--- src/osrc_pkg.sv ---
// osrc_pkg: constants and carriers for retired-op sample capture
package osrc_pkg;

  // ----------------------------------------------------------------------
  // widths
  // ----------------------------------------------------------------------
  localparam int CNT_W  = 16;
  localparam int ADDR_W = 48;

  // ----------------------------------------------------------------------
  // op_sample_branch_data field positions (64-bit view)
  // ----------------------------------------------------------------------
  localparam int TAG_RET_LSB  = 0;
  localparam int COMP_RET_LSB = 16;
  localparam int RET_BIT      = 32;
  localparam int MISP_BIT     = 33;
  localparam int TAKEN_BIT    = 34;
  localparam int RETURN_BIT   = 35;
  localparam int MISP_RET_BIT = 36;
  localparam int RESYNC_BIT   = 37;

  // ----------------------------------------------------------------------
  // reset values and LFSR taps
  // ----------------------------------------------------------------------
  localparam logic [15:0] CNT_RESET  = 16'h0000;
  localparam logic [63:0] DATA_RESET = 64'h0000_0000_0000_0000;
  localparam logic [15:0] LFSR_SEED  = 16'hACE1;
  localparam logic [15:0] LFSR_TAPS  = 16'hB400;

  // ----------------------------------------------------------------------
  // carriers
  // ----------------------------------------------------------------------
  typedef struct packed {
    logic              is_branch;
    logic              is_return;
    logic              is_resync;
    logic              is_ucode_flow;
    logic              mispredicted;
    logic              taken;
    logic              does_load;
    logic              does_store;
    logic              vaddr_valid;
    logic [ADDR_W-1:0] vaddr;
    logic [ADDR_W-1:0] target;
  } osrc_op_info_t;

  typedef struct packed {
    logic              retired_branch_flag;
    logic              return_op_flag;
    logic              resync_op_flag;
    logic              branch_mispredict_flag;
    logic              branch_taken_flag;
    logic              return_mispredict_flag;
    logic              load_op_flag;
    logic              store_op_flag;
    logic              instr_vaddr_invalid;
    logic [ADDR_W-1:0] parent_instr_vaddr;
    logic [ADDR_W-1:0] branch_target;
    logic [CNT_W-1:0]  tag_to_retire_cycles;
    logic [CNT_W-1:0]  complete_to_retire_cycles;
  } osrc_sample_t;

  typedef enum logic [2:0] {
    ST_IDLE = 3'b001,
    ST_EXEC = 3'b010,
    ST_DONE = 3'b100
  } osrc_state_t;

endpackage : osrc_pkg

--- src/osrc_sat_counter.sv ---
// osrc_sat_counter: saturating cycle counter with clear and enable
`timescale 1ns/1ps
`default_nettype none
module osrc_sat_counter #(
  parameter int W = 16
) (
  // clock and reset
  input  wire logic         ref_clk,
  input  wire logic         rst,
  // control
  input  wire logic         clear,
  input  wire logic         run,
  // count
  output logic [W-1:0]      count
);

  typedef struct packed {
    logic [W-1:0] cnt;
  } osrc_cnt_state_t;

  osrc_cnt_state_t s_reg;
  osrc_cnt_state_t s_next;

  always_comb begin
    s_next = s_reg;
    if (clear) begin
      s_next.cnt = '0;
    end else if (run && (s_reg.cnt != {W{1'b1}})) begin
      s_next.cnt = s_reg.cnt + 1'b1;
    end
  end

  always_ff @(posedge ref_clk or posedge rst) begin
    if (rst) begin
      s_reg <= '0;
    end else begin
      s_reg <= s_next;
    end
  end

  assign count = s_reg.cnt;

  AST_SATURATE: assert property (@(posedge ref_clk) disable iff (rst)
    (s_reg.cnt == {W{1'b1}}) && !clear |=> (s_reg.cnt == {W{1'b1}}))
    else $error("counter wrapped past its maximum");

endmodule : osrc_sat_counter
`default_nettype wire

--- src/osrc_capture.sv ---
// osrc_capture: retired-op sample capture, counters and flush handling
//
// Behaviour
// - non-branch, non-return, non-resync op reports all three indicators clear
// - load-operate-store op reports both load and store indicators
// - branch op that reads memory also reports the load indicator
// - capture parent instruction address; invalid bit clear only when address valid
// - all ops of one instruction report the same parent address
// - tag-to-retire counting starts when the tagged op leaves decode
// - tag-to-retire keeps counting through stalls, waits, execution and retire wait
// - completion-to-retire counts from execution finish to retirement
// - both cycle counts are captured for every sample type
// - report only retired tagged ops; flushed tagged ops report nothing
// - a mispredicted branch retires, then kills younger ops and redirects
// - retired-branch indicator set for architectural jumps, calls and returns only
// - mispredict and taken are two independent bits
// - mispredict and taken also reflect microcode control-flow changes
// - mispredict and taken valid for all branches, microcode and returns too
// - return flag only for returns; return-mispredict meaningful only with it
// - a resync op flushes the whole pipeline and sets the resync indicator
// - a resync op is never predicted and always counts as taken
// - branch target held separately; zero means no valid target
// - raise an interrupt when a tagged op retires
// - on flush drop the sample and reload selection count pseudo-randomly
`timescale 1ns/1ps
`default_nettype none
module osrc_capture #(
  parameter int CNT_W  = osrc_pkg::CNT_W,
  parameter int ADDR_W = osrc_pkg::ADDR_W
) (
  // clock and reset
  input  wire logic                    ref_clk,
  input  wire logic                    rst,
  // from decode: the op tagged this cycle leaves decode
  input  wire logic                    tag_valid,
  input  wire osrc_pkg::osrc_op_info_t tag_info,
  // from execute
  input  wire logic                    exec_complete,
  input  wire logic                    exec_mispredict,
  input  wire logic                    exec_taken,
  // from retire
  input  wire logic                    retire_tagged,
  input  wire logic                    flush_tagged,
  // software read side
  input  wire logic                    sample_read,
  output osrc_pkg::osrc_sample_t       sample,
  output logic [63:0]                  op_sample_branch_data,
  output logic                         sample_valid,
  output logic                         sample_irq,
  // control actions back to the pipeline
  output logic                         kill_younger,
  output logic                         redirect_front_end,
  output logic                         full_flush,
  output logic                         sel_count_load,
  output logic [15:0]                  sel_count_value
);

  // ----------------------------------------------------------------------
  // state
  // ----------------------------------------------------------------------
  typedef struct packed {
    osrc_pkg::osrc_state_t  st;
    osrc_pkg::osrc_op_info_t info;
    osrc_pkg::osrc_sample_t  smp;
    logic                    valid;
    logic                    irq;
    logic                    kill;
    logic                    resync_flush;
    logic                    reload;
    logic [15:0]             lfsr;
  } osrc_state_bundle_t;

  osrc_state_bundle_t s_reg;
  osrc_state_bundle_t s_next;

  logic [CNT_W-1:0] t2r_count;
  logic [CNT_W-1:0] c2r_count;
  logic             t2r_clear;
  logic             t2r_run;
  logic             c2r_clear;
  logic             c2r_run;
  logic             in_flight;

  // ----------------------------------------------------------------------
  // cycle counters
  // ----------------------------------------------------------------------
  assign in_flight = (s_reg.st != osrc_pkg::ST_IDLE);
  // counter starts in the decode-exit cycle and runs regardless of stalls
  assign t2r_clear = tag_valid && (s_reg.st == osrc_pkg::ST_IDLE);
  assign t2r_run   = in_flight;
  assign c2r_clear = t2r_clear;
  assign c2r_run   = (s_reg.st == osrc_pkg::ST_DONE);

  osrc_sat_counter #(.W(CNT_W)) u_t2r (
    .ref_clk (ref_clk),
    .rst     (rst),
    .clear   (t2r_clear),
    .run     (t2r_run),
    .count   (t2r_count)
  );

  osrc_sat_counter #(.W(CNT_W)) u_c2r (
    .ref_clk (ref_clk),
    .rst     (rst),
    .clear   (c2r_clear),
    .run     (c2r_run),
    .count   (c2r_count)
  );

  // ----------------------------------------------------------------------
  // sample assembly
  // ----------------------------------------------------------------------
  function automatic osrc_pkg::osrc_sample_t build_sample(
    input osrc_pkg::osrc_op_info_t i,
    input logic [CNT_W-1:0]        t2r,
    input logic [CNT_W-1:0]        c2r
  );
    osrc_pkg::osrc_sample_t r;
    logic any_flow;
    r = '0;
    any_flow = i.is_branch || i.is_ucode_flow || i.is_resync;
    r.retired_branch_flag    = i.is_branch;
    r.return_op_flag         = i.is_branch && i.is_return;
    r.resync_op_flag         = i.is_resync;
    // resync is never predicted and always taken
    r.branch_mispredict_flag = any_flow && i.mispredicted && !i.is_resync;
    r.branch_taken_flag      = any_flow && (i.taken || i.is_resync);
    r.return_mispredict_flag = i.is_branch && i.is_return && i.mispredicted;
    r.load_op_flag           = i.does_load;
    r.store_op_flag          = i.does_store;
    r.parent_instr_vaddr     = i.vaddr;
    r.instr_vaddr_invalid    = !i.vaddr_valid;
    r.branch_target          = any_flow ? i.target : '0;
    r.tag_to_retire_cycles      = t2r;
    r.complete_to_retire_cycles = c2r;
    return r;
  endfunction

  // ----------------------------------------------------------------------
  // control
  // ----------------------------------------------------------------------
  always_comb begin
    s_next              = s_reg;
    s_next.irq          = 1'b0;
    s_next.kill         = 1'b0;
    s_next.resync_flush = 1'b0;
    s_next.reload       = 1'b0;
    s_next.lfsr         = s_reg.lfsr[0] ? ((s_reg.lfsr >> 1) ^ osrc_pkg::LFSR_TAPS) : (s_reg.lfsr >> 1);
    if (sample_read) begin
      s_next.valid = 1'b0;
    end
    unique case (s_reg.st)
      osrc_pkg::ST_IDLE: begin
        if (tag_valid) begin
          s_next.info = tag_info;
          s_next.st   = osrc_pkg::ST_EXEC;
        end
      end
      osrc_pkg::ST_EXEC: begin
        if (flush_tagged) begin
          s_next.st     = osrc_pkg::ST_IDLE;
          s_next.reload = 1'b1;
        end else if (exec_complete) begin
          s_next.info.mispredicted = exec_mispredict;
          s_next.info.taken        = exec_taken;
          s_next.st                = osrc_pkg::ST_DONE;
        end
      end
      osrc_pkg::ST_DONE: begin
        if (flush_tagged) begin
          s_next.st     = osrc_pkg::ST_IDLE;
          s_next.reload = 1'b1;
        end else if (retire_tagged) begin
          // whole sample lands in one cycle; a new capture beats a pending read
          s_next.smp   = build_sample(s_reg.info, t2r_count, c2r_count);
          s_next.valid = 1'b1;
          s_next.irq   = 1'b1;
          s_next.kill  = s_next.smp.branch_mispredict_flag;
          s_next.resync_flush = s_reg.info.is_resync;
          s_next.st    = osrc_pkg::ST_IDLE;
        end
      end
      default: s_next.st = osrc_pkg::ST_IDLE;
    endcase
  end

  always_ff @(posedge ref_clk or posedge rst) begin
    if (rst) begin
      s_reg      <= '0;
      s_reg.st   <= osrc_pkg::ST_IDLE;
      s_reg.lfsr <= osrc_pkg::LFSR_SEED;
    end else begin
      s_reg <= s_next;
    end
  end

  // ----------------------------------------------------------------------
  // outputs
  // ----------------------------------------------------------------------
  assign sample             = s_reg.smp;
  assign sample_valid       = s_reg.valid;
  assign sample_irq         = s_reg.irq;
  assign kill_younger       = s_reg.kill;
  assign redirect_front_end = s_reg.kill || s_reg.resync_flush;
  assign full_flush         = s_reg.resync_flush;
  assign sel_count_load     = s_reg.reload;
  assign sel_count_value    = s_reg.lfsr;

  always_comb begin
    op_sample_branch_data = osrc_pkg::DATA_RESET;
    op_sample_branch_data[osrc_pkg::TAG_RET_LSB +: 16]  = 16'(s_reg.smp.tag_to_retire_cycles);
    op_sample_branch_data[osrc_pkg::COMP_RET_LSB +: 16] = 16'(s_reg.smp.complete_to_retire_cycles);
    op_sample_branch_data[osrc_pkg::RET_BIT]      = s_reg.smp.retired_branch_flag;
    op_sample_branch_data[osrc_pkg::MISP_BIT]     = s_reg.smp.branch_mispredict_flag;
    op_sample_branch_data[osrc_pkg::TAKEN_BIT]    = s_reg.smp.branch_taken_flag;
    op_sample_branch_data[osrc_pkg::RETURN_BIT]   = s_reg.smp.return_op_flag;
    op_sample_branch_data[osrc_pkg::MISP_RET_BIT] = s_reg.smp.return_mispredict_flag;
    op_sample_branch_data[osrc_pkg::RESYNC_BIT]   = s_reg.smp.resync_op_flag;
  end

  // ----------------------------------------------------------------------
  // assertions
  // ----------------------------------------------------------------------
  AST_UNDIFF: assert property (@(posedge ref_clk) disable iff (rst)
    sample_irq && !s_reg.info.is_branch && !s_reg.info.is_resync
      |-> !sample.retired_branch_flag && !sample.return_op_flag && !sample.resync_op_flag)
    else $error("undifferentiated op reported a flow indicator");

  AST_LDST: assert property (@(posedge ref_clk) disable iff (rst)
    sample_irq && s_reg.info.does_load && s_reg.info.does_store
      |-> sample.load_op_flag && sample.store_op_flag)
    else $error("load-operate-store not reported as both");

  AST_BRLOAD: assert property (@(posedge ref_clk) disable iff (rst)
    sample_irq && s_reg.info.is_branch && s_reg.info.does_load |-> sample.load_op_flag)
    else $error("branch load lost its load flag");

  AST_VADDR: assert property (@(posedge ref_clk) disable iff (rst)
    sample_irq |-> sample.instr_vaddr_invalid == !s_reg.info.vaddr_valid
                   && sample.parent_instr_vaddr == s_reg.info.vaddr)
    else $error("parent address or invalid bit wrong");

  AST_T2R_START: assert property (@(posedge ref_clk) disable iff (rst)
    t2r_clear ##1 (in_flight && !flush_tagged) |=> t2r_count == 1)
    else $error("tag-to-retire did not start at decode exit");

  AST_T2R_GE: assert property (@(posedge ref_clk) disable iff (rst)
    sample_irq |-> sample.tag_to_retire_cycles >= sample.complete_to_retire_cycles)
    else $error("tag-to-retire shorter than completion-to-retire");

  AST_NO_FLUSH_REPORT: assert property (@(posedge ref_clk) disable iff (rst)
    in_flight && flush_tagged |=> !sample_irq)
    else $error("flushed op produced a sample");

  AST_RESYNC: assert property (@(posedge ref_clk) disable iff (rst)
    sample_irq && sample.resync_op_flag |-> sample.branch_taken_flag && !sample.branch_mispredict_flag)
    else $error("resync not reported as taken and unpredicted");

  AST_RET_ONLY_BR: assert property (@(posedge ref_clk) disable iff (rst)
    sample.return_op_flag |-> sample.retired_branch_flag)
    else $error("return flag without branch flag");

  AST_IRQ: assert property (@(posedge ref_clk) disable iff (rst)
    s_reg.st == osrc_pkg::ST_DONE && retire_tagged && !flush_tagged |=> sample_irq && sample_valid)
    else $error("retirement did not raise the interrupt");

  AST_KILL: assert property (@(posedge ref_clk) disable iff (rst)
    sample_irq && sample.branch_mispredict_flag |-> kill_younger && redirect_front_end)
    else $error("mispredicted branch did not kill and redirect");

  AST_RELOAD: assert property (@(posedge ref_clk) disable iff (rst)
    in_flight && flush_tagged |=> sel_count_load && s_reg.st == osrc_pkg::ST_IDLE)
    else $error("flush did not reload selection count");

  AST_HOLD: assert property (@(posedge ref_clk) disable iff (rst)
    !sample_irq |-> $stable(sample))
    else $error("sample changed outside retirement");

  AST_BRANCH: assert property (@(posedge ref_clk) disable iff (rst)
    sample_irq |-> sample.retired_branch_flag == s_reg.info.is_branch)
    else $error("wrong branch flag");

  AST_FLOW_BITS: assert property (@(posedge ref_clk) disable iff (rst)
    sample_irq && (s_reg.info.is_branch || s_reg.info.is_ucode_flow) && !s_reg.info.is_resync
      |-> sample.branch_mispredict_flag == s_reg.info.mispredicted
          && sample.branch_taken_flag == s_reg.info.taken)
    else $error("flow bits wrong");

  AST_RET_MISP: assert property (@(posedge ref_clk) disable iff (rst)
    sample_irq |-> sample.return_mispredict_flag
                   == (sample.return_op_flag && s_reg.info.mispredicted))
    else $error("return misp wrong");

  AST_RESYNC_FLUSH: assert property (@(posedge ref_clk) disable iff (rst)
    sample_irq && sample.resync_op_flag |-> full_flush && redirect_front_end)
    else $error("resync did not flush");

  AST_TARGET_ZERO: assert property (@(posedge ref_clk) disable iff (rst)
    sample_irq && !s_reg.info.is_branch && !s_reg.info.is_ucode_flow && !s_reg.info.is_resync
      |-> sample.branch_target == '0)
    else $error("target not zero");

  AST_C2R_HOLD: assert property (@(posedge ref_clk) disable iff (rst)
    s_reg.st == osrc_pkg::ST_EXEC |-> c2r_count == '0)
    else $error("c2r ran early");

  AST_C2R_RUN: assert property (@(posedge ref_clk) disable iff (rst)
    s_reg.st == osrc_pkg::ST_DONE |=> c2r_count != '0)
    else $error("c2r did not run");

  AST_T2R_RUN: assert property (@(posedge ref_clk) disable iff (rst)
    in_flight && t2r_count != {CNT_W{1'b1}} |=> t2r_count == $past(t2r_count) + 1'b1)
    else $error("tag count stalled");

  AST_COUNTS: assert property (@(posedge ref_clk) disable iff (rst)
    sample_irq |-> sample.tag_to_retire_cycles == $past(t2r_count)
                   && sample.complete_to_retire_cycles == $past(c2r_count))
    else $error("counts not captured");

  AST_READ_CLR: assert property (@(posedge ref_clk) disable iff (rst)
    sample_read && !retire_tagged |=> !sample_valid)
    else $error("read did not clear");

  AST_RELOAD_SRC: assert property (@(posedge ref_clk) disable iff (rst)
    sel_count_load |-> $past(flush_tagged))
    else $error("reload without flush");

  AST_KILL_SRC: assert property (@(posedge ref_clk) disable iff (rst)
    kill_younger |-> sample_irq && sample.branch_mispredict_flag)
    else $error("stray kill");

  COV_BRANCH: cover property (@(posedge ref_clk) disable iff (rst)
    sample_irq && sample.retired_branch_flag && sample.branch_mispredict_flag);
  COV_RESYNC: cover property (@(posedge ref_clk) disable iff (rst)
    sample_irq && sample.resync_op_flag);
  COV_FLUSH: cover property (@(posedge ref_clk) disable iff (rst) sel_count_load);
  COV_UNDIFF: cover property (@(posedge ref_clk) disable iff (rst)
    sample_irq && !sample.retired_branch_flag && !sample.resync_op_flag);

endmodule : osrc_capture
`default_nettype wire

--- config.mk ---
export PLATFORM = sky130hd
export DESIGN_NAME = osrc_capture
export DESIGN_NICKNAME = d
export VERILOG_FILES = /design/src/osrc_pkg.sv /design/src/osrc_sat_counter.sv /design/src/osrc_capture.sv
export SDC_FILE = /design/constraint.sdc
export NUM_CORES = 1
export LEC_CHECK = 0
export ABC_AREA = 1
export ABC_CLOCK_PERIOD_IN_PS = 17740
export BUFFER_PORTS_ARGS = -buffer_cell sky130_fd_sc_hd__buf_2
export CAP_MARGIN = 20
export CORE_MARGIN = 10
export CORE_UTILIZATION = 45
export CTS_CLUSTER_SIZE = 30
export DETAILED_ROUTE_END_ITERATION = 12
export GPL_TIMING_DRIVEN = 0
export PLACE_DENSITY_LB_ADDON = 0.15
export SLEW_MARGIN = 20
export SYNTH_ARGS = -nofsm -noshare
export SYNTH_HDL_FRONTEND = slang
export SYNTH_SLANG_ARGS = --single-unit
--- constraint.sdc ---
create_clock -name ref_clk -period 17.74 [get_ports ref_clk]
set_clock_uncertainty 0.2 [all_clocks]
set_input_delay 2.661 -clock ref_clk [delete_from_list [all_inputs] [get_ports ref_clk]]
set_output_delay 2.661 -clock ref_clk [all_outputs]
set_load 0.1 [all_outputs]
## Word level (Yosys, flattened, before mapping)

Cells that the tools add are included.

- Add/subtract/negate cells: 2
- Equality and inequality tests: 11
- Multiplexer cells: 21
- Bitwise operators: 2
- Reductions and logical operators: 22

Operators with widths:

| cell | count |
|---|---|
| $mux 108 | 1 |
| $mux 16 | 5 |
| $mux 48 | 1 |
| $add 16x1->16 const B | 2 |
| $ne 16x16->1 const B | 2 |
| $mux 3 | 4 |
| $mux 4 | 3 |
| $pmux 3 s3 | 1 |
| $logic_and 1x1->1 | 8 |
| $ne 2x2->1 const B | 3 |
| $ne 3x3->1 const B | 2 |
| $reduce_and 3->1 | 2 |
| $reduce_bool 2->1 | 3 |
| $logic_or 1x1->1 | 4 |
| $mux 2 | 2 |
| $not 3->4 | 1 |
| $pmux 2 s2 | 1 |
| $reduce_and 4->1 | 1 |
| $eq 3x1->1 const B | 1 |
| $eq 3x2->1 const B | 1 |
| $eq 3x3->1 const B | 1 |
| $mux 1 | 3 |
| $ne 3x1->1 const B | 1 |
| $logic_not 1->1 | 2 |
| other kinds (3) | 3 |

- Register bits after elaboration: 298
- Output and inout port bits: 223
- Word-level logic and storage cells: 91

## Depth between registers and ports, before layout

Gate-level depths: netlist (run 1).

- Depth in word-level cells: 7
- Gate-level depth with buffers: 10
- Depth with buffers taken out: 9

## By module

Synthesis (run 1) repeated with hierarchy kept, for this count alone.

- Cell total of the unflattened synthesis: 1639
- Area total of the unflattened synthesis: 13928.4 um^2

Modules (own cells, without submodules):

| module | instances | cells each | area an instance (um^2) | seq. area each (um^2) |
|---|---|---|---|---|
| osrc_capture | 1 | 1321 | 11761.3 | 6667.6 |
| osrc_sat_counter | 2 | 159 | 1083.5 | 400.4 |

## Worst setup path before layout (run 1)

Ideal clock, no wire load.

- Path type: reg2out
- From: register s_reg (netlist bit full_flush)
- To: output redirect_front_end
- Arrival: 1472 ps
- Setup slack: 13407 ps
- Cell stages (with the launch flop): 2
- Path buffers: 0
- Path through: dfrtp_1 or2_2

- Word-level cells in the longest chain between the ends: 1

Ends and longest elaborated chain:

| what | line | RTL |
|---|---|---|
| start: declaration | osrc_capture.sv:73 | `osrc_state_bundle_t s_reg;` |
| start signal: assignment | osrc_capture.sv:193 | `s_reg <= s_next;` |
| $logic_or 1x1->1 | osrc_capture.sv:204 | `assign redirect_front_end = s_reg.kill \|\| s_reg.resync_flush;` |
| end: declaration | osrc_capture.sv:52 | `output logic redirect_front_end,` |

No other way between the ends.

## Worst setup path in the final report (run 1)

- From: register s_reg (netlist bit sel_count_value[0])
- To: output sel_count_value[0]

RTL lines:

| what | line | RTL |
|---|---|---|
| end: declaration | osrc_capture.sv:55 | `output logic [15:0] sel_count_value` |

No word-level cell between the ends.

==> results.toml, run 1 <==
[synth]
synth_top_family_by_area = "simple AND/OR/NAND/NOR gates"
synth_fa_ha_area_share_pct = 0.186
synthesis.area_um2 = 13400
yosys.area_share.simple_pct = 25.6
synth_cell_types = 24
synth_seq_cells = 298
synth_xor_area_share_pct = 0.651
ys.flop_type = "dfrtp_1"
synth-edff-count = 0
avgSynthCellArea_um2 = 8.52
ys_seq_area_share_pct = 55.5
synth_compound_area_share_pct = 2.44
postSynthCellCount = 1579
muxShareOfSynthArea_pct = 0
synthArstFlopShare_pct = 100
ys_warn_count = 0

[floorplanning]
chipWidth_um = 193
rows = 63
core_um2 = 29600
io_pins = 337
die-area_um2 = 37200
start_util_pct = 45.5
die_y_um = 193

[grt]
grt_pass1_wl_um = 56000
grt_usage_pct = 18.8
grt_antenna_before_repair = 8
grt_overflow_total = 0
grt_max_degree = 100
grt_pass1_vias = 10800

[sta]
tightest_slew_ns = 0.829
setup_viol = 0
max_freq_ghz = 0.223
maxSlewHeadroom_pct = 44.4
finalWorstSetupSlack_ns = 13.25
finalHoldViolations = 0
drv_slew = 0
fin_crit_ns = 4.49
final.period_utilization_pct = 25.3
grt_setup_unrepaired = "false"
tns_ns = 0

[clocking]
cts.sink_count = 298
cts_resized = 0
cts_buffers = 34
clockBufferDepth = 3
insertion_delay_ns = 0.51
root_buffer = "clkbuf_16"
post_cts.repair.setup_buffers = 0
htree_levels = 2
postCtsHoldBufs = 0
cts_tree = "built"
clk_pin_slew_worst_paths_ns = 0.06

[job]
maxCapViolCount = 0

[outcome]
status = "complete, no violations"

[final_layout]
fin_cells = 2374
multi_input_area_um2 = 3990
nets = 2069
layout_common_cells = "nand2_1 (724), buf_2 (337), dfrtp_1 (289), buf_4 (218), nand3_1 (94)"
drive_gt1_share_pct = 32.2
final_common_cell = "nand2_1"
area_growth_pct = 25.2
fillerInstances = 2810
largest_reg_flops = 108
regArea_um2 = 7470

[drt]
drc = 0
viasPerCell = 4.51
dr.pass1.iters = 5
routed_wl_um = 35700
dr.first_iter.drc_count = 683
postRouteAntennaNets = 0
vias = 10700
drt-wirelength-per-cell_um = 15.1

[worst_setup_path]
timing.rr.start = "s_reg[264]"
cpPeakStageDelay_ns = 0.59
crit_arrival_ns = 1.63
ff2ff_path_depth = 8
cp_cell_sequence = "buf_4 > buf_2"
critPathSlowestCell = "dfstp_2"
crit_fanout = 5
rrSetupSlack_ns = 15.08
crit_type = "reg2out"
cp-end-kind = "output pin"
start_kind = "register"
required_ns = 14.88
r2r-end = "sample[80]"

[hold_path]
hold_path_depth = 0
hold_path_end = "sel_count_value[6]"
hold_class = "reg2reg"
worstHoldStart = "sel_count_value[7]"

[placed_design]
dp.cells = 2307
globalplace.congestion = 0.868
port-buffer-count = 310
place_ws_ns = 12.87
dp_hpwl_um = 26600
[cells in the mapped netlist (2+ instances only)]
cell type / count / area, µm²
nor2_2: 2 / 12.5
nor2_1: 40 / 150
o21ai_1: 2 / 10.0
dfrtp_1: 289 / 7230
inv_1: 46 / 173
xor2_1: 10 / 87.6
nand2_1: 724 / 2720
or2_2: 2 / 12.5
nand4_1: 10 / 62.6
clkbuf_1: 31 / 116
nand3_1: 94 / 470
buf_2: 27 / 135
buf_4: 218 / 1640
buf_1: 2 / 7.51
o21ai_0: 60 / 300
a21oi_1: 2 / 10.0
dfstp_2: 9 / 236
ha_1: 2 / 25.0
inv_2: 4 / 15.0
[worst max-delay path, delay by kind of cell, from the launching register on]
kind	cells	cell delay, ns
buf+inv	2	0.53
flops	1	0.59
[per-layer routing]
metal  global-route usage [%]  vias up  routed length (µm)
met5                        0        -                  23
met4                     6.05        4                 758
met1                     24.0     4974               15400
li1                         -     5403                   -
met3                     4.14       60                2300
met2                     31.0      271               17200
[metrics by stage]
step | cell area (µm²) | utilization, % | hold WS [ns]
after global routing | 16800 | 57.0 | 0.172
after detailed placement | 15700 | 53.0 | 0.157
after floorplan | 13500 | - | 0.154
after global placement | 15600 | 52.7 | 0.157
final | 16800 | 57.0 | 0.166
after CTS | 16800 | 56.9 | 0.166
[final cells by class]
cell class                 count  share of cell area (%)
tap                          390                    2.90
inverter                      50                    1.16
sequential                   298                    44.3
clock buffer                  47                    5.94
timing repair buffer         313                    9.70
multi-input combinational    977                    23.7
antenna                        6                  0.0892
buffer                       279                    11.3
clock inverter                14                   0.914
[cells by family (layout without fill, tap and decap cells)]
logic type | Yosys count | count (layout)
adders and majority gates | 2 | 2
buffers and inverters | 329 | 703
xor gates and xnor gates | 10 | 10
DFF | 298 | 298
and+or+nand+nor | 874 | 874
other | 1 | 32
AOI/OAI and AO/OA | 65 | 65
[how the worst max path moves through the flow]
stage               slack (ns)                       end  cells past startpoint                from
floorplan                 6.66                full_flush                      1                 rst
global placement          3.34  op_sample_branch_data[2]                      2                 rst
detailed placement       12.87                sample[86]                      7        flush_tagged
CTS                      13.22        sel_count_value[0]                      2  sel_count_value[0]
global route             13.20        sel_count_value[0]                      2  sel_count_value[0]
finish                   13.25        sel_count_value[0]                      2  sel_count_value[0]
Power of run 1 is left out: the tool's default activity adds up to more than one toggle a clock period on the data nets, which glitch-free logic cannot reach.
==> inputs of run 2 (changes only) <==
--- a/config.mk
+++ b/config.mk
@@ -6,7 +6,7 @@
 export NUM_CORES = 1
 export LEC_CHECK = 0
 export ABC_AREA = 1
-export ABC_CLOCK_PERIOD_IN_PS = 17740
+export ABC_CLOCK_PERIOD_IN_PS = 4400
 export BUFFER_PORTS_ARGS = -buffer_cell sky130_fd_sc_hd__buf_2
 export CAP_MARGIN = 20
 export CORE_MARGIN = 10
==> constraint.sdc (replaced) <==
create_clock -name ref_clk -period 4.4 [get_ports ref_clk]
set_clock_uncertainty 0.2 [all_clocks]
set_input_delay 0.66 -clock ref_clk [delete_from_list [all_inputs] [get_ports ref_clk]]
set_output_delay 0.66 -clock ref_clk [all_outputs]
set_load 0.1 [all_outputs]
==> results.toml, run 2 (synthesized netlist as in run 1, its figures left out) <==
[sta]
finalHoldViolations = 0
final.period_utilization_pct = 58.2
fin_crit_ns = 2.56
tightest_slew_ns = 0.716
finalWorstSetupSlack_ns = 1.84
maxSlewHeadroom_pct = 52.0
setup_viol = 0
grt_setup_unrepaired = "false"
max_freq_ghz = 0.391
drv_slew = 0

[final_layout]
area_growth_pct = 25.7
nets = 2077
fin_cells = 2379
final_common_cell = "nand2_1"
drive_gt1_share_pct = 32.2
fillerInstances = 2788
largest_reg_flops = 108
final_util_pct = 57.2
layout_common_cells = "nand2_1 (724), buf_2 (337), dfrtp_1 (289), buf_4 (218), nand3_1 (94)"
fin_area_um2 = 16900

[grt]
grt_usage_pct = 18.7
grt_pass1_vias = 10700
grt_max_degree = 36
grt_overflow_total = 0
grt_antenna_before_repair = 7
grt_pass1_wl_um = 55900

[worst_setup_path]
rrSetupSlack_ns = 1.84
timing.rr.start = "s_reg[264]"
ff2ff_path_depth = 8
start_kind = "register"
startpoint = "s_reg[264]"
r2r-end = "sample[82]"
crit_arrival_ns = 2.74
cp_cell_sequence = "inv_2 > nand3_1 > nor3_2 > inv_2 > buf_2 > buf_2 > nand2_1 > nand2_1"
critPathSlowestCell = "nor3_2"
cp-end-kind = "register"
required_ns = 4.59
cpPeakStageDelay_ns = 0.60
crit_type = "reg2reg"
setup.worst_path.end = "sample[82]"
crit_fanout = 10

[clocking]
postCtsHoldBufs = 0
clk_pin_slew_worst_paths_ns = 0.06
cts_buffers = 35
cts_tree = "built"
cts_resized = 0
post_cts.repair.setup_buffers = 0
htree_levels = 2
insertion_delay_ns = 0.50
clockBufferDepth = 3
cts.sink_count = 298
root_buffer = "clkbuf_16"

[outcome]
status = "complete, no violations"

[drt]
drc = 0
dr.first_iter.drc_count = 649
drt-wirelength-per-cell_um = 14.9
vias = 10800
postRouteAntennaNets = 0
viasPerCell = 4.53
routed_wl_um = 35600
dr.pass1.iters = 5

[floorplanning]
io_pins = 337
die_y_um = 193
chipWidth_um = 193
start_util_pct = 45.5
rows = 63
core_um2 = 29600
die-area_um2 = 37200

[placed_design]
placed_cell_area_um2 = 15800
globalplace.congestion = 0.892
dp_hpwl_um = 27000
place_ws_ns = 1.55
dp.cells = 2314
port-buffer-count = 310

[job]
maxCapViolCount = 0

[hold_path]
hold_class = "in2async"
-- run 2: worst min-delay path by stage --
stage	cells past startpoint	to	slack [ns]	startpoint
6_report	2	sample[50]	0.05	rst
5_1_grt	2	sample[50]	0.06	rst
4_1_cts	2	sample[50]	0.05	rst
3_5_place_dp	0	sel_count_value[6]	0.16	sel_count_value[7]
3_3_place_gp	0	sel_count_value[6]	0.16	sel_count_value[7]
2_1_floorplan	0	sel_count_value[5]	0.15	sel_count_value[6]
-- run 2: layer usage --
metal  vias to the layer above  wire length, µm  track usage [%]
li1                       5419                -                -
met1                      4974            15100             23.9
met2                       307            17000             30.8
met3                        74             2520             4.16
met4                         2             1010             6.44
met5                         -               13                0
-- run 2: cell type report --
cell class	instances	area (µm²)	share of cell area, %
Tap cell	390	488	2.89
Inverter	50	191	1.13
Multi-Input combinational cell	977	3990	23.6
Antenna cell	6	15.0	0.0888
Buffer	279	1900	11.2
Clock inverter	12	119	0.703
Sequential cell	298	7470	44.2
Clock buffer	47	971	5.74
Timing Repair Buffer	320	1770	10.5
-- run 2: metrics by stage --
step	TNS, ns	hold slack [ns]
after floorplan	-118.99	0.154
after global placement	-641.08	0.155
after detailed placement	0	0.159
after CTS	0	0.0455
after global routing	0	0.0614
final	0	0.0485
-- run 2: critical path, delay by kind of cell, from the launching register on --
kind	cells	cell delay, ns
DFF	1	0.42
buffers and inverters	4	0.89
and+or+nand+nor	4	0.93
Power of run 2 is left out for the same reason.
